==> src/include/return_rotate_pkg.sv <==
// Purpose: Shared constants and types for the return and rotate execution block.
// Assumes: 14-bit instruction words, 8-bit data path, one instruction clock.
// Notes:   Opcode patterns here are this core's own encoding.
`default_nettype none

package return_rotate_pkg;

    localparam int INSTR_W   = 14;
    localparam int DATA_W    = 8;
    localparam int FADDR_W   = 7;
    localparam int GROUP_W   = 6;

    // Field layout of an instruction word.
    localparam int GROUP_MSB = 13;
    localparam int GROUP_LSB = 8;
    localparam int LIT_MSB   = 7;
    localparam int LIT_LSB   = 0;
    localparam int DEST_BIT  = 7;
    localparam int ADDR_MSB  = 6;
    localparam int ADDR_LSB  = 0;

    // Full-word opcodes for the two operand-less returns.
    localparam logic [INSTR_W-1:0] INTERRUPT_RETURN_OP  = 14'h0011;
    localparam logic [INSTR_W-1:0] SUBROUTINE_RETURN_OP = 14'h0010;

    // Group codes in the upper six bits for operand-carrying opcodes.
    localparam logic [GROUP_W-1:0] LITERAL_RETURN_OP     = 6'h35;
    localparam logic [GROUP_W-1:0] ROTATE_LEFT_CARRY_OP  = 6'h0D;
    localparam logic [GROUP_W-1:0] ROTATE_RIGHT_CARRY_OP = 6'h0C;

    // Destination select values.
    localparam logic DEST_ACCUM = 1'b0;
    localparam logic DEST_FILE  = 1'b1;

    // Bit positions.
    localparam int GLOBAL_IRQ_ENABLE_BIT = 7;
    localparam int BYTE_MSB              = 7;
    localparam int BYTE_LSB              = 0;
    localparam int CARRY_BIT             = 0;
    localparam int DIGIT_CARRY_BIT       = 1;
    localparam int ZERO_BIT              = 2;
    localparam int STATUS_W              = 3;

    // Reset values.
    localparam logic [DATA_W-1:0]   ACCUM_RESET    = 8'h00;
    localparam logic [DATA_W-1:0]   INTERRUPT_CONTROL_RESET = 8'h00;
    localparam logic [STATUS_W-1:0] STATUS_RESET   = 3'h0;
    localparam logic [FADDR_W-1:0]  FADDR_RESET    = 7'h00;

    // Cycles taken by a return; rotates take one.
    localparam int RETURN_CYCLES = 2;

    typedef enum logic [1:0] {
        ST_IDLE   = 2'b01,
        ST_SECOND = 2'b10
    } exec_state_type;

endpackage : return_rotate_pkg

`default_nettype wire

==> src/verilog/call_stack.sv <==
// Purpose: Hardware call stack of return addresses held in flip-flops.
// Assumes: Depth is a power of two; the pointer wraps on overflow or underflow.
// Notes:   Overflow detection is left to the surrounding core.
`default_nettype none

module call_stack #(
    parameter int DEPTH = 16,
    parameter int WIDTH = 15
) (
    input  wire logic             clk_i,        // Instruction clock.
    input  wire logic             rst_i,        // Asynchronous reset, active high.
    input  wire logic             push_i,       // Push a return address.
    input  wire logic [WIDTH-1:0] push_data_i,  // Address to push.
    input  wire logic             pop_i,        // Discard the top entry.
    output logic      [WIDTH-1:0] top_o         // Current top entry.
);

    localparam int PTR_W = $clog2(DEPTH);

    initial begin
        if (DEPTH < 2 || (DEPTH & (DEPTH - 1)) != 0) begin
            $error("call_stack: DEPTH must be a power of two, at least 2");
        end
    end

    logic [WIDTH-1:0] entry_reg [DEPTH];
    logic [PTR_W-1:0] ptr_reg;
    logic [PTR_W-1:0] top_idx;

    // The pointer names the next free slot, so the top sits one below it.
    assign top_idx = ptr_reg - PTR_W'(1);
    assign top_o   = entry_reg[top_idx];

    always_ff @(posedge clk_i or posedge rst_i) begin
        if (rst_i) begin
            ptr_reg <= '0;
        end else if (push_i && !pop_i) begin
            ptr_reg <= ptr_reg + PTR_W'(1);
        end else if (pop_i && !push_i) begin
            ptr_reg <= top_idx;
        end
    end

    // A push together with a pop replaces the top entry in place.
    generate
        for (genvar i = 0; i < DEPTH; i++) begin : g_entry
            always_ff @(posedge clk_i or posedge rst_i) begin
                if (rst_i) begin
                    entry_reg[i] <= '0;
                end else if (push_i) begin
                    if (pop_i && top_idx == PTR_W'(i)) begin
                        entry_reg[i] <= push_data_i;
                    end else if (!pop_i && ptr_reg == PTR_W'(i)) begin
                        entry_reg[i] <= push_data_i;
                    end
                end
            end
        end
    endgenerate

endmodule : call_stack

`default_nettype wire

==> src/verilog/return_and_rotate_exec.sv <==
// Purpose: Executes the three return opcodes and the two rotate-through-carry opcodes.
// Assumes: The core presents the addressed file register value on file_rdata_i with the instruction.
// Notes:   Flags and the interrupt control register are also loadable by the rest of the core.
`default_nettype none

module return_and_rotate_exec #(
    parameter int PC_W        = 15,
    parameter int STACK_DEPTH = 16
) (
    input  wire logic                                 clk_i,           // Instruction clock.
    input  wire logic                                 rst_i,           // Asynchronous reset, active high.
    input  wire logic                                 instr_valid_i,   // Instruction word offered.
    input  wire logic [return_rotate_pkg::INSTR_W-1:0] instr_i,        // Instruction word.
    input  wire logic [return_rotate_pkg::DATA_W-1:0] file_rdata_i,    // Value of the addressed file register.
    input  wire logic                                 push_i,          // Push a return address (call, interrupt).
    input  wire logic [PC_W-1:0]                      push_addr_i,     // Return address to push.
    input  wire logic                                 irq_entry_i,     // Interrupt taken: clear global enable.
    input  wire logic                                 status_we_i,     // Load flags from the core.
    input  wire logic [return_rotate_pkg::STATUS_W-1:0] status_wdata_i, // Flags to load {Z, DC, C}.
    input  wire logic                                 interrupt_control_we_i,    // Load interrupt control register.
    input  wire logic [return_rotate_pkg::DATA_W-1:0] interrupt_control_wdata_i, // Interrupt control value.
    output logic                                      ready_o,         // Ready to take an instruction.
    output logic                                      done_o,          // Instruction completed, one cycle.
    output logic                                      pc_load_o,       // Program counter reloaded, one cycle.
    output logic      [PC_W-1:0]                      pc_o,            // Program counter value.
    output logic      [return_rotate_pkg::DATA_W-1:0] accum_o,         // Accumulator.
    output logic      [return_rotate_pkg::STATUS_W-1:0] status_o,      // Flags {Z, DC, C}.
    output logic      [return_rotate_pkg::DATA_W-1:0] interrupt_control_o, // Interrupt control register.
    output logic                                      file_we_o,       // File register write strobe.
    output logic      [return_rotate_pkg::FADDR_W-1:0] file_addr_o,    // File register write address.
    output logic      [return_rotate_pkg::DATA_W-1:0] file_wdata_o     // File register write data.
);

    initial begin
        if (PC_W < 1 || STACK_DEPTH < 2) begin
            $error("return_and_rotate_exec: PC_W and STACK_DEPTH out of range");
        end
    end

    return_rotate_pkg::exec_state_type state_reg;

    logic                                     ready_reg;
    logic                                     done_reg;
    logic                                     pc_load_reg;
    logic [PC_W-1:0]                          pc_reg;
    logic [return_rotate_pkg::DATA_W-1:0]     accum_reg;
    logic [return_rotate_pkg::STATUS_W-1:0]   status_reg;
    logic [return_rotate_pkg::DATA_W-1:0]     interrupt_control_reg;
    logic                                     file_we_reg;
    logic [return_rotate_pkg::FADDR_W-1:0]    file_addr_reg;
    logic [return_rotate_pkg::DATA_W-1:0]     file_wdata_reg;

    logic                                     accept;
    logic [return_rotate_pkg::GROUP_W-1:0]    group;
    logic                                     is_int_ret;
    logic                                     is_sub_ret;
    logic                                     is_lit_ret;
    logic                                     is_rot_left;
    logic                                     is_rot_right;
    logic                                     is_return;
    logic                                     is_rotate;
    logic                                     dest_sel;
    logic [return_rotate_pkg::DATA_W-1:0]     rot_next;
    logic                                     carry_next;
    logic [PC_W-1:0]                          stack_top;

    assign accept   = instr_valid_i && ready_reg;
    assign group    = instr_i[return_rotate_pkg::GROUP_MSB:return_rotate_pkg::GROUP_LSB];
    assign dest_sel = instr_i[return_rotate_pkg::DEST_BIT];

    assign is_int_ret   = instr_i == return_rotate_pkg::INTERRUPT_RETURN_OP;
    assign is_sub_ret   = instr_i == return_rotate_pkg::SUBROUTINE_RETURN_OP;
    assign is_lit_ret   = group == return_rotate_pkg::LITERAL_RETURN_OP;
    assign is_rot_left  = group == return_rotate_pkg::ROTATE_LEFT_CARRY_OP;
    assign is_rot_right = group == return_rotate_pkg::ROTATE_RIGHT_CARRY_OP;
    assign is_return    = is_int_ret || is_sub_ret || is_lit_ret;
    assign is_rotate    = is_rot_left || is_rot_right;

    // The rotate result and the new carry come from the old carry and the addressed byte.
    always_comb begin
        rot_next   = file_rdata_i;
        carry_next = status_reg[return_rotate_pkg::CARRY_BIT];
        if (is_rot_left) begin
            rot_next   = {file_rdata_i[return_rotate_pkg::BYTE_MSB-1:return_rotate_pkg::BYTE_LSB],
                          status_reg[return_rotate_pkg::CARRY_BIT]};
            carry_next = file_rdata_i[return_rotate_pkg::BYTE_MSB];
        end else if (is_rot_right) begin
            rot_next   = {status_reg[return_rotate_pkg::CARRY_BIT],
                          file_rdata_i[return_rotate_pkg::BYTE_MSB:return_rotate_pkg::BYTE_LSB+1]};
            carry_next = file_rdata_i[return_rotate_pkg::BYTE_LSB];
        end
    end

    call_stack #(
        .DEPTH (STACK_DEPTH),
        .WIDTH (PC_W)
    ) u_stack (
        .clk_i       (clk_i),
        .rst_i       (rst_i),
        .push_i      (push_i),
        .push_data_i (push_addr_i),
        .pop_i       (accept && is_return),
        .top_o       (stack_top)
    );

    // A return holds the pipe for one extra cycle while the fetch refills.
    always_ff @(posedge clk_i or posedge rst_i) begin
        if (rst_i) begin
            state_reg <= return_rotate_pkg::ST_IDLE;
            ready_reg <= 1'b1;
        end else begin
            unique case (state_reg)
                return_rotate_pkg::ST_IDLE: begin
                    if (accept && is_return) begin
                        state_reg <= return_rotate_pkg::ST_SECOND;
                        ready_reg <= 1'b0;
                    end
                end
                return_rotate_pkg::ST_SECOND: begin
                    state_reg <= return_rotate_pkg::ST_IDLE;
                    ready_reg <= 1'b1;
                end
                default: begin
                    state_reg <= return_rotate_pkg::ST_IDLE;
                    ready_reg <= 1'b1;
                end
            endcase
        end
    end

    always_ff @(posedge clk_i or posedge rst_i) begin
        if (rst_i) begin
            done_reg <= 1'b0;
        end else begin
            done_reg <= (accept && is_rotate) || (state_reg == return_rotate_pkg::ST_SECOND);
        end
    end

    always_ff @(posedge clk_i or posedge rst_i) begin
        if (rst_i) begin
            pc_reg      <= '0;
            pc_load_reg <= 1'b0;
        end else begin
            pc_load_reg <= accept && is_return;
            if (accept && is_return) begin
                pc_reg <= stack_top;
            end
        end
    end

    always_ff @(posedge clk_i or posedge rst_i) begin
        if (rst_i) begin
            accum_reg <= return_rotate_pkg::ACCUM_RESET;
        end else if (accept && is_lit_ret) begin
            accum_reg <= instr_i[return_rotate_pkg::LIT_MSB:return_rotate_pkg::LIT_LSB];
        end else if (accept && is_rotate && dest_sel == return_rotate_pkg::DEST_ACCUM) begin
            accum_reg <= rot_next;
        end
    end

    // Only carry follows a rotate; zero and digit carry keep their value.
    always_ff @(posedge clk_i or posedge rst_i) begin
        if (rst_i) begin
            status_reg <= return_rotate_pkg::STATUS_RESET;
        end else begin
            if (status_we_i) begin
                status_reg <= status_wdata_i;
            end
            if (accept && is_rotate) begin
                status_reg[return_rotate_pkg::CARRY_BIT] <= carry_next;
            end
        end
    end

    // The return sets the global enable even when an interrupt entry clears it in the same cycle.
    always_ff @(posedge clk_i or posedge rst_i) begin
        if (rst_i) begin
            interrupt_control_reg <= return_rotate_pkg::INTERRUPT_CONTROL_RESET;
        end else begin
            if (interrupt_control_we_i) begin
                interrupt_control_reg <= interrupt_control_wdata_i;
            end
            if (irq_entry_i) begin
                interrupt_control_reg[return_rotate_pkg::GLOBAL_IRQ_ENABLE_BIT] <= 1'b0;
            end
            if (accept && is_int_ret) begin
                interrupt_control_reg[return_rotate_pkg::GLOBAL_IRQ_ENABLE_BIT] <= 1'b1;
            end
        end
    end

    always_ff @(posedge clk_i or posedge rst_i) begin
        if (rst_i) begin
            file_we_reg    <= 1'b0;
            file_addr_reg  <= return_rotate_pkg::FADDR_RESET;
            file_wdata_reg <= return_rotate_pkg::ACCUM_RESET;
        end else begin
            file_we_reg <= accept && is_rotate && dest_sel == return_rotate_pkg::DEST_FILE;
            if (accept && is_rotate) begin
                file_addr_reg  <= instr_i[return_rotate_pkg::ADDR_MSB:return_rotate_pkg::ADDR_LSB];
                file_wdata_reg <= rot_next;
            end
        end
    end

    assign ready_o             = ready_reg;
    assign done_o              = done_reg;
    assign pc_load_o           = pc_load_reg;
    assign pc_o                = pc_reg;
    assign accum_o             = accum_reg;
    assign status_o            = status_reg;
    assign interrupt_control_o = interrupt_control_reg;
    assign file_we_o           = file_we_reg;
    assign file_addr_o         = file_addr_reg;
    assign file_wdata_o        = file_wdata_reg;

endmodule : return_and_rotate_exec

`default_nettype wire
==> config.mk <==
export PLATFORM = sky130hd
export DESIGN_NAME = return_and_rotate_exec
export DESIGN_NICKNAME = d
export VERILOG_FILES = /design/src/include/return_rotate_pkg.sv /design/src/verilog/call_stack.sv /design/src/verilog/return_and_rotate_exec.sv
export SDC_FILE = /design/constraint.sdc
export NUM_CORES = 1
export LEC_CHECK = 0
export BUFFER_PORTS_ARGS = -buffer_cell sky130_fd_sc_hd__buf_4
export CORE_ASPECT_RATIO = 0.7
export CORE_MARGIN = 4
export CORE_UTILIZATION = 45
export DETAILED_ROUTE_END_ITERATION = 8
export PLACE_DENSITY = 0.66
export SYNTH_ARGS = -nofsm -noshare
export SYNTH_HDL_FRONTEND = slang
export SYNTH_HIERARCHICAL = 1
export SYNTH_SLANG_ARGS = --single-unit
==> constraint.sdc <==
create_clock -name clk_i -period 7.49 [get_ports clk_i]
set_input_delay 0.749 -clock clk_i [delete_from_list [all_inputs] [get_ports clk_i]]
set_output_delay 0.749 -clock clk_i [all_outputs]
set_load 0.03 [all_outputs]
Word-level counts from Yosys, hierarchy flattened
Cells that the tools add are included.

cells by class
  add/subtract/negate cells = 2
  $lt $le $gt $ge = 1
  equality and inequality tests = 39
  mux-type cells = 52
  bitwise logic cells = 2
  reductions and logical operators = 86

operators by type and width
  operator                                                            count
  15-bit two-way mux                                                  34
  4-bit == test, second input constant                                16
  15-bit binary-select mux with 4-bit select                          1
  1-bit logical AND                                                   41
  8-bit two-way mux                                                   5
  2-bit nonzero test                                                  19
  2-bit AND reduction                                                 17
  4-bit by 3-bit == test with 1-bit output, second input constant     8
  14-bit by 5-bit == test with 1-bit output, second input constant    2
  4-bit by 2-bit == test with 1-bit output, second input constant     4
  6-bit by 4-bit == test with 1-bit output, second input constant     2
  4-bit by 1-bit == test with 1-bit output, second input constant     2
  4-bit logical NOT                                                   2
  1-bit two-way mux                                                   8
  4-bit two-way mux                                                   2
  6-bit == test, second input constant                                1
  5-bit >= comparator, second input constant                          1
  4-bit NOT with 5-bit output                                         1
  4-bit by 1-bit adder with 4-bit output, second input constant       1
  1-bit logical OR                                                    4
  2-bit two-way mux                                                   2
  4-bit by 1-bit subtractor with 4-bit output, second input constant  1
  3-bit inequality test, second input constant                        1
  3-bit nonzero test                                                  1
  other kinds (5)                                                     6

word-level totals
  bits in registers = 299
  bits of input ports = 55
  output and inout port bits = 53
  word-level logic and storage cells = 212

Longest topological paths before layout
  depth after elaboration = 8
  gate-level depth with buffers = 12
  gate-level depth less buffers = 8

Modules after synthesis
The synthesis kept the hierarchy.

by module, submodules not included
  module                  instances  cells an instance  area an instance (um2)  sequential area each (um2)
  call_stack              1          749                11451.0                 6105.9
  return_and_rotate_exec  1          162                2280.9                  1352.5

Worst setup path after synthesis
OpenSTA, ideal clock, no wires.

  path kind = register to register
  start point = register u_stack.ptr_reg[0]
  end point = register pc_reg[0] (netlist: pc_o[0])
  library setup time = 0.125 ns
  data arrival time = 3.015 ns
  required time = 7.365 ns
  setup slack = 4.350 ns
  cell stages (with the launch flop) = 12
  path buffers = 4
  period minus slack after synthesis = 3.140 ns
  path through = dfrtp_1 -> buf_2 -> buf_1 -> inv_1 -> ha_1 -> clkbuf_1 -> clkbuf_1 -> mux4_2 -> inv_1 -> o22ai_1 -> a221o_1 -> mux2_2

on the way
  word-level cells in the longest chain between the ends = 5

RTL lines
  item                                                    line                           text
  start: declaration                                      call_stack.sv:27               logic [PTR_W-1:0] ptr_reg;
  start signal: assignment                                call_stack.sv:38               ptr_reg <= ptr_reg + PTR_W'(1);
  start signal: assignment                                call_stack.sv:40               ptr_reg <= top_idx;
  4-bit by 1-bit subtractor with 4-bit output             call_stack.sv:31               assign top_idx = ptr_reg - PTR_W'(1);
  4-bit NOT with 5-bit output (not written as such)       call_stack.sv:32               assign top_o = entry_reg[top_idx];
  15-bit binary-select mux with 4-bit select              call_stack.sv:32
  15-bit two-way mux (not written as such) (2 in series)  call_stack.sv:32
  via stack_top[0]                                        return_and_rotate_exec.sv:65   logic [PC_W-1:0] stack_top;
  end signal: assignment                                  return_and_rotate_exec.sv:146  pc_reg <= stack_top;
  end: declaration                                        return_and_rotate_exec.sv:45   logic [PC_W-1:0] pc_reg;

The timed path passes the listed nets, and every way through them passes these cells. The select of a mux whose other input is x is not followed.
A chain may end at the register's enable or synchronous reset.

Worst setup path after layout
  start point = register u_stack.ptr_reg[0]
  end point = register pc_reg[7] (netlist: pc_o[7])

The elaborated chain is that of the path after synthesis.

==> flow_summary_export.csv <==
group,metric,value,unit
synth,synth_edf_count,0,
die,dieArea,33420,µm²
sta,finClkSkew,0.01134,ns
synth,syn_avg_cell_area,15.07,µm²
place,io_buffers,107,
routing,finalWirelength,31130,µm
cts,clock_path_buffers,3,
routing,post-route-drc-count,0,
die,num_io_pins,108,
routing,post_drt_via_cell_ratio,5.554,
synth,synth_common_cells,"297 x dfrtp_1, 282 x mux2_2, 60 x mux4_2, 37 x inv_1, 29 x clkbuf_1",
synth,synth_flop_cell,"dfrtp_1",
synth,netlist_area,13730,µm²
place,gp_congestion,0.8400,
worst_setup_path,crit_fanout,38,
synth,synth_fa_ha_area_share,0.5467,%
routing,postRouteAntennaNets,0,
global_route,grt_pass1_vias,8455,
global_route,antenna_found_initial,0,
synth,async_flop_share,100.0,%
synth,yosysWarnings,6,
global_route,grt_max_degree,131,
die,dieWidth,216.8,µm
synth,synth_xor_area_share,0.2551,%
final_layout,largest_reg_flops,240,
die,rows,53,
synth,synth_top_family_by_area,"multiplexers",
synth,synth_top_area_share,54.12,%
power_and_ir_drop,p_per_area,445.9,nW/µm²
cts,clock-sinks,298,
cts,cts_tree,"built",
cts,clkTransAtPathRegs,0.07,ns
power_and_ir_drop,peakVddDrop,0.2150,mV
synth,yosys.area_share.simple,2.852,%
synth,synthTopCellsByArea,"dfrtp_1 54%, mux2_2 23%, mux4_2 9.8%",
synth,synth_compound_area_share,5.139,%
synth,ys_seq_elements,298,
worst_setup_path,startpoint_type,"flop",
worst_setup_path,worstSetupEndpointType,"flop",
worst_setup_path,cp.required,7.94,ns
place,hpwl,20010,µm
worst_hold_path,hp-class,"in -> async",
synth,yosysMostFrequentCell,"dfrtp_1",
routing,first_pass_iters,5,
cts,post_cts_buffers,0,
final_layout,layout.cells.non_filler,1436,
synth,yosysTopAreaCell,"dfrtp_1",
cts,htree_levels,1,
sta,period_needed,3.883,ns
sta,setup_viol_count_final,0,
cts,root_buffer,"clkbuf_16",
global_route,grtUsageTotal,18.74,%
sta,fin_crit_sh,51.84,%
sta,slew_headroom,21.21,%
sta,fmax,257.5,MHz
synth,muxShareOfSynthArea,33.48,%
routing,drt_iter0_drc,490,
cts,cts_buffers,29,
synth,synth-seq-area-share,54.31,%
sta,max_slew.worst_pin.slew,1.178,ns
flow_run,timing.max_cap.violations,0,
synth,synth_nets,972,
global_route,grt_pass1_wl,49560,µm
cts,cts_hold_buf,0,
place,place_inst,1383,
synth,ys_types,52,
sta,maxSlewViolCount,0,
final_layout,final.fill_count,2532,
cts,cts-resized-gates,0,
cts,worstSkewPairLatency,0.56,ns
power_and_ir_drop,leakage,6.976,nW
final_layout,syn2layout_area_growth,15.49,%
final_layout,fin_nets,1063,
worst_setup_path,cp_data_arrival_time,4.33,ns
worst_setup_path,critical_path_class,"reg -> reg",
global_route,grt-ovfl-total,0,
sta,rsz0062_at_grt,"no",
die,start_util,45.71,%
final_layout,antenna_cells,0,
sta,setup_tns,0,ns
routing,wl_per_cell,21.68,µm
synth,syn_inst,911,
die,fp.dieH,154.2,µm
status,status,"finished, final reports clean",
sta,finalHoldViolCount,0,
routing,vias,7976,
final_layout,drive_gt1_share,52.54,%
die,core-area,30040,µm²
metrics by stage:
step	utilization [%]	instance area, µm²	hold WS, ns	power, mW	setup WS [ns]
finish	52.79	15860	0.2701	7.072	3.607
global route	52.79	15860	0.2889	7.487	3.388
CTS	52.79	15860	0.2704	7.135	3.554
detailed placement	49.49	14870	0.4503	5.593	3.226
global placement	49.49	14870	0.4426	5.515	3.338
floorplan	-	13730	0.4200	4.817	0.03948
final cells by class:
cell class,count,area (µm²),area share [%]
sequential,298,7462,47.05
clock buffer,42,844.6,5.325
tap,412,515.5,3.250
multi-input combinational,514,5826,36.73
clock inverter,11,148.9,0.9389
timing repair buffer,122,915.9,5.775
inverter,37,146.4,0.9231
routing by layer:
layer	global-route usage [%]	share of wire, %
met2	29.53	47
met4	2.924	1.1
met1	28.10	48
met3	3.240	3.9
met5	0	0
worst paths after layout:
check                                   startpoint                      to  slack, ns  cells after the start
worst max-delay path            u_stack/ptr_reg[0]                 pc_o[7]       3.61                      8
worst min-delay path                         rst_i  interrupt_control_o[1]       0.27                      2
worst max register to register  u_stack/ptr_reg[0]                 pc_o[7]       3.61                      8
worst min register to register        state_reg[1]            state_reg[0]       0.48                      2
max in group asynchronous                    rst_i  u_stack/entry_reg[151]       5.54                      3
min in group clk_i                     irq_entry_i  interrupt_control_o[7]       0.37                      2
placed cells by master, fill, tap and decap left out, types with 5 or more instances in the layout:
cell type	n
buf_4	122
nor2_1	7
clkbuf_16	29
a31oi_2	8
nand2_1	17
nand2b_1	7
clkbuf_8	7
a21o_1	7
o22ai_1	15
dfrtp_1	296
mux2_2	282
clkbuf_1	6
a221o_1	14
o21ai_0	8
ha_1	5
o21ai_1	5
inv_1	35
a21oi_1	6
clkinv_2	5
a22o_1	7
mux4_2	60
nor2b_1	5
cell families (layout without fill, tap and decap cells):
| logic type | Yosys count | count (layout) |
|---|---|---|
| XOR/XNOR | 4 | 4 |
| buffers and inverters | 99 | 212 |
| AO/OA/AOI/OAI | 88 | 88 |
| AND/OR/NAND/NOR | 68 | 68 |
| multiplexers | 348 | 348 |
| flip-flops | 298 | 298 |
| adder cells (fa/ha/maj) | 6 | 6 |
worst max-delay path, stage by stage, from the launching register on:
cell,delay (ns)
dfrtp_4,0.81
inv_1,0.18
ha_2,1.13
buf_4,0.50
mux4_2,0.37
inv_1,0.06
o22ai_1,0.13
a221o_1,0.30
mux2_2,0.26
where the power goes:
part | switching [mW] | leakage (nW) | total [mW] | internal [mW]
Clock | 0.629 | 0.493 | 1.52 | 0.889
Combinational | 1.26 | 2.79 | 2.81 | 1.55
Sequential | 0.420 | 3.69 | 2.75 | 2.33
No activity file was read; power rests on OpenSTA's default activity.
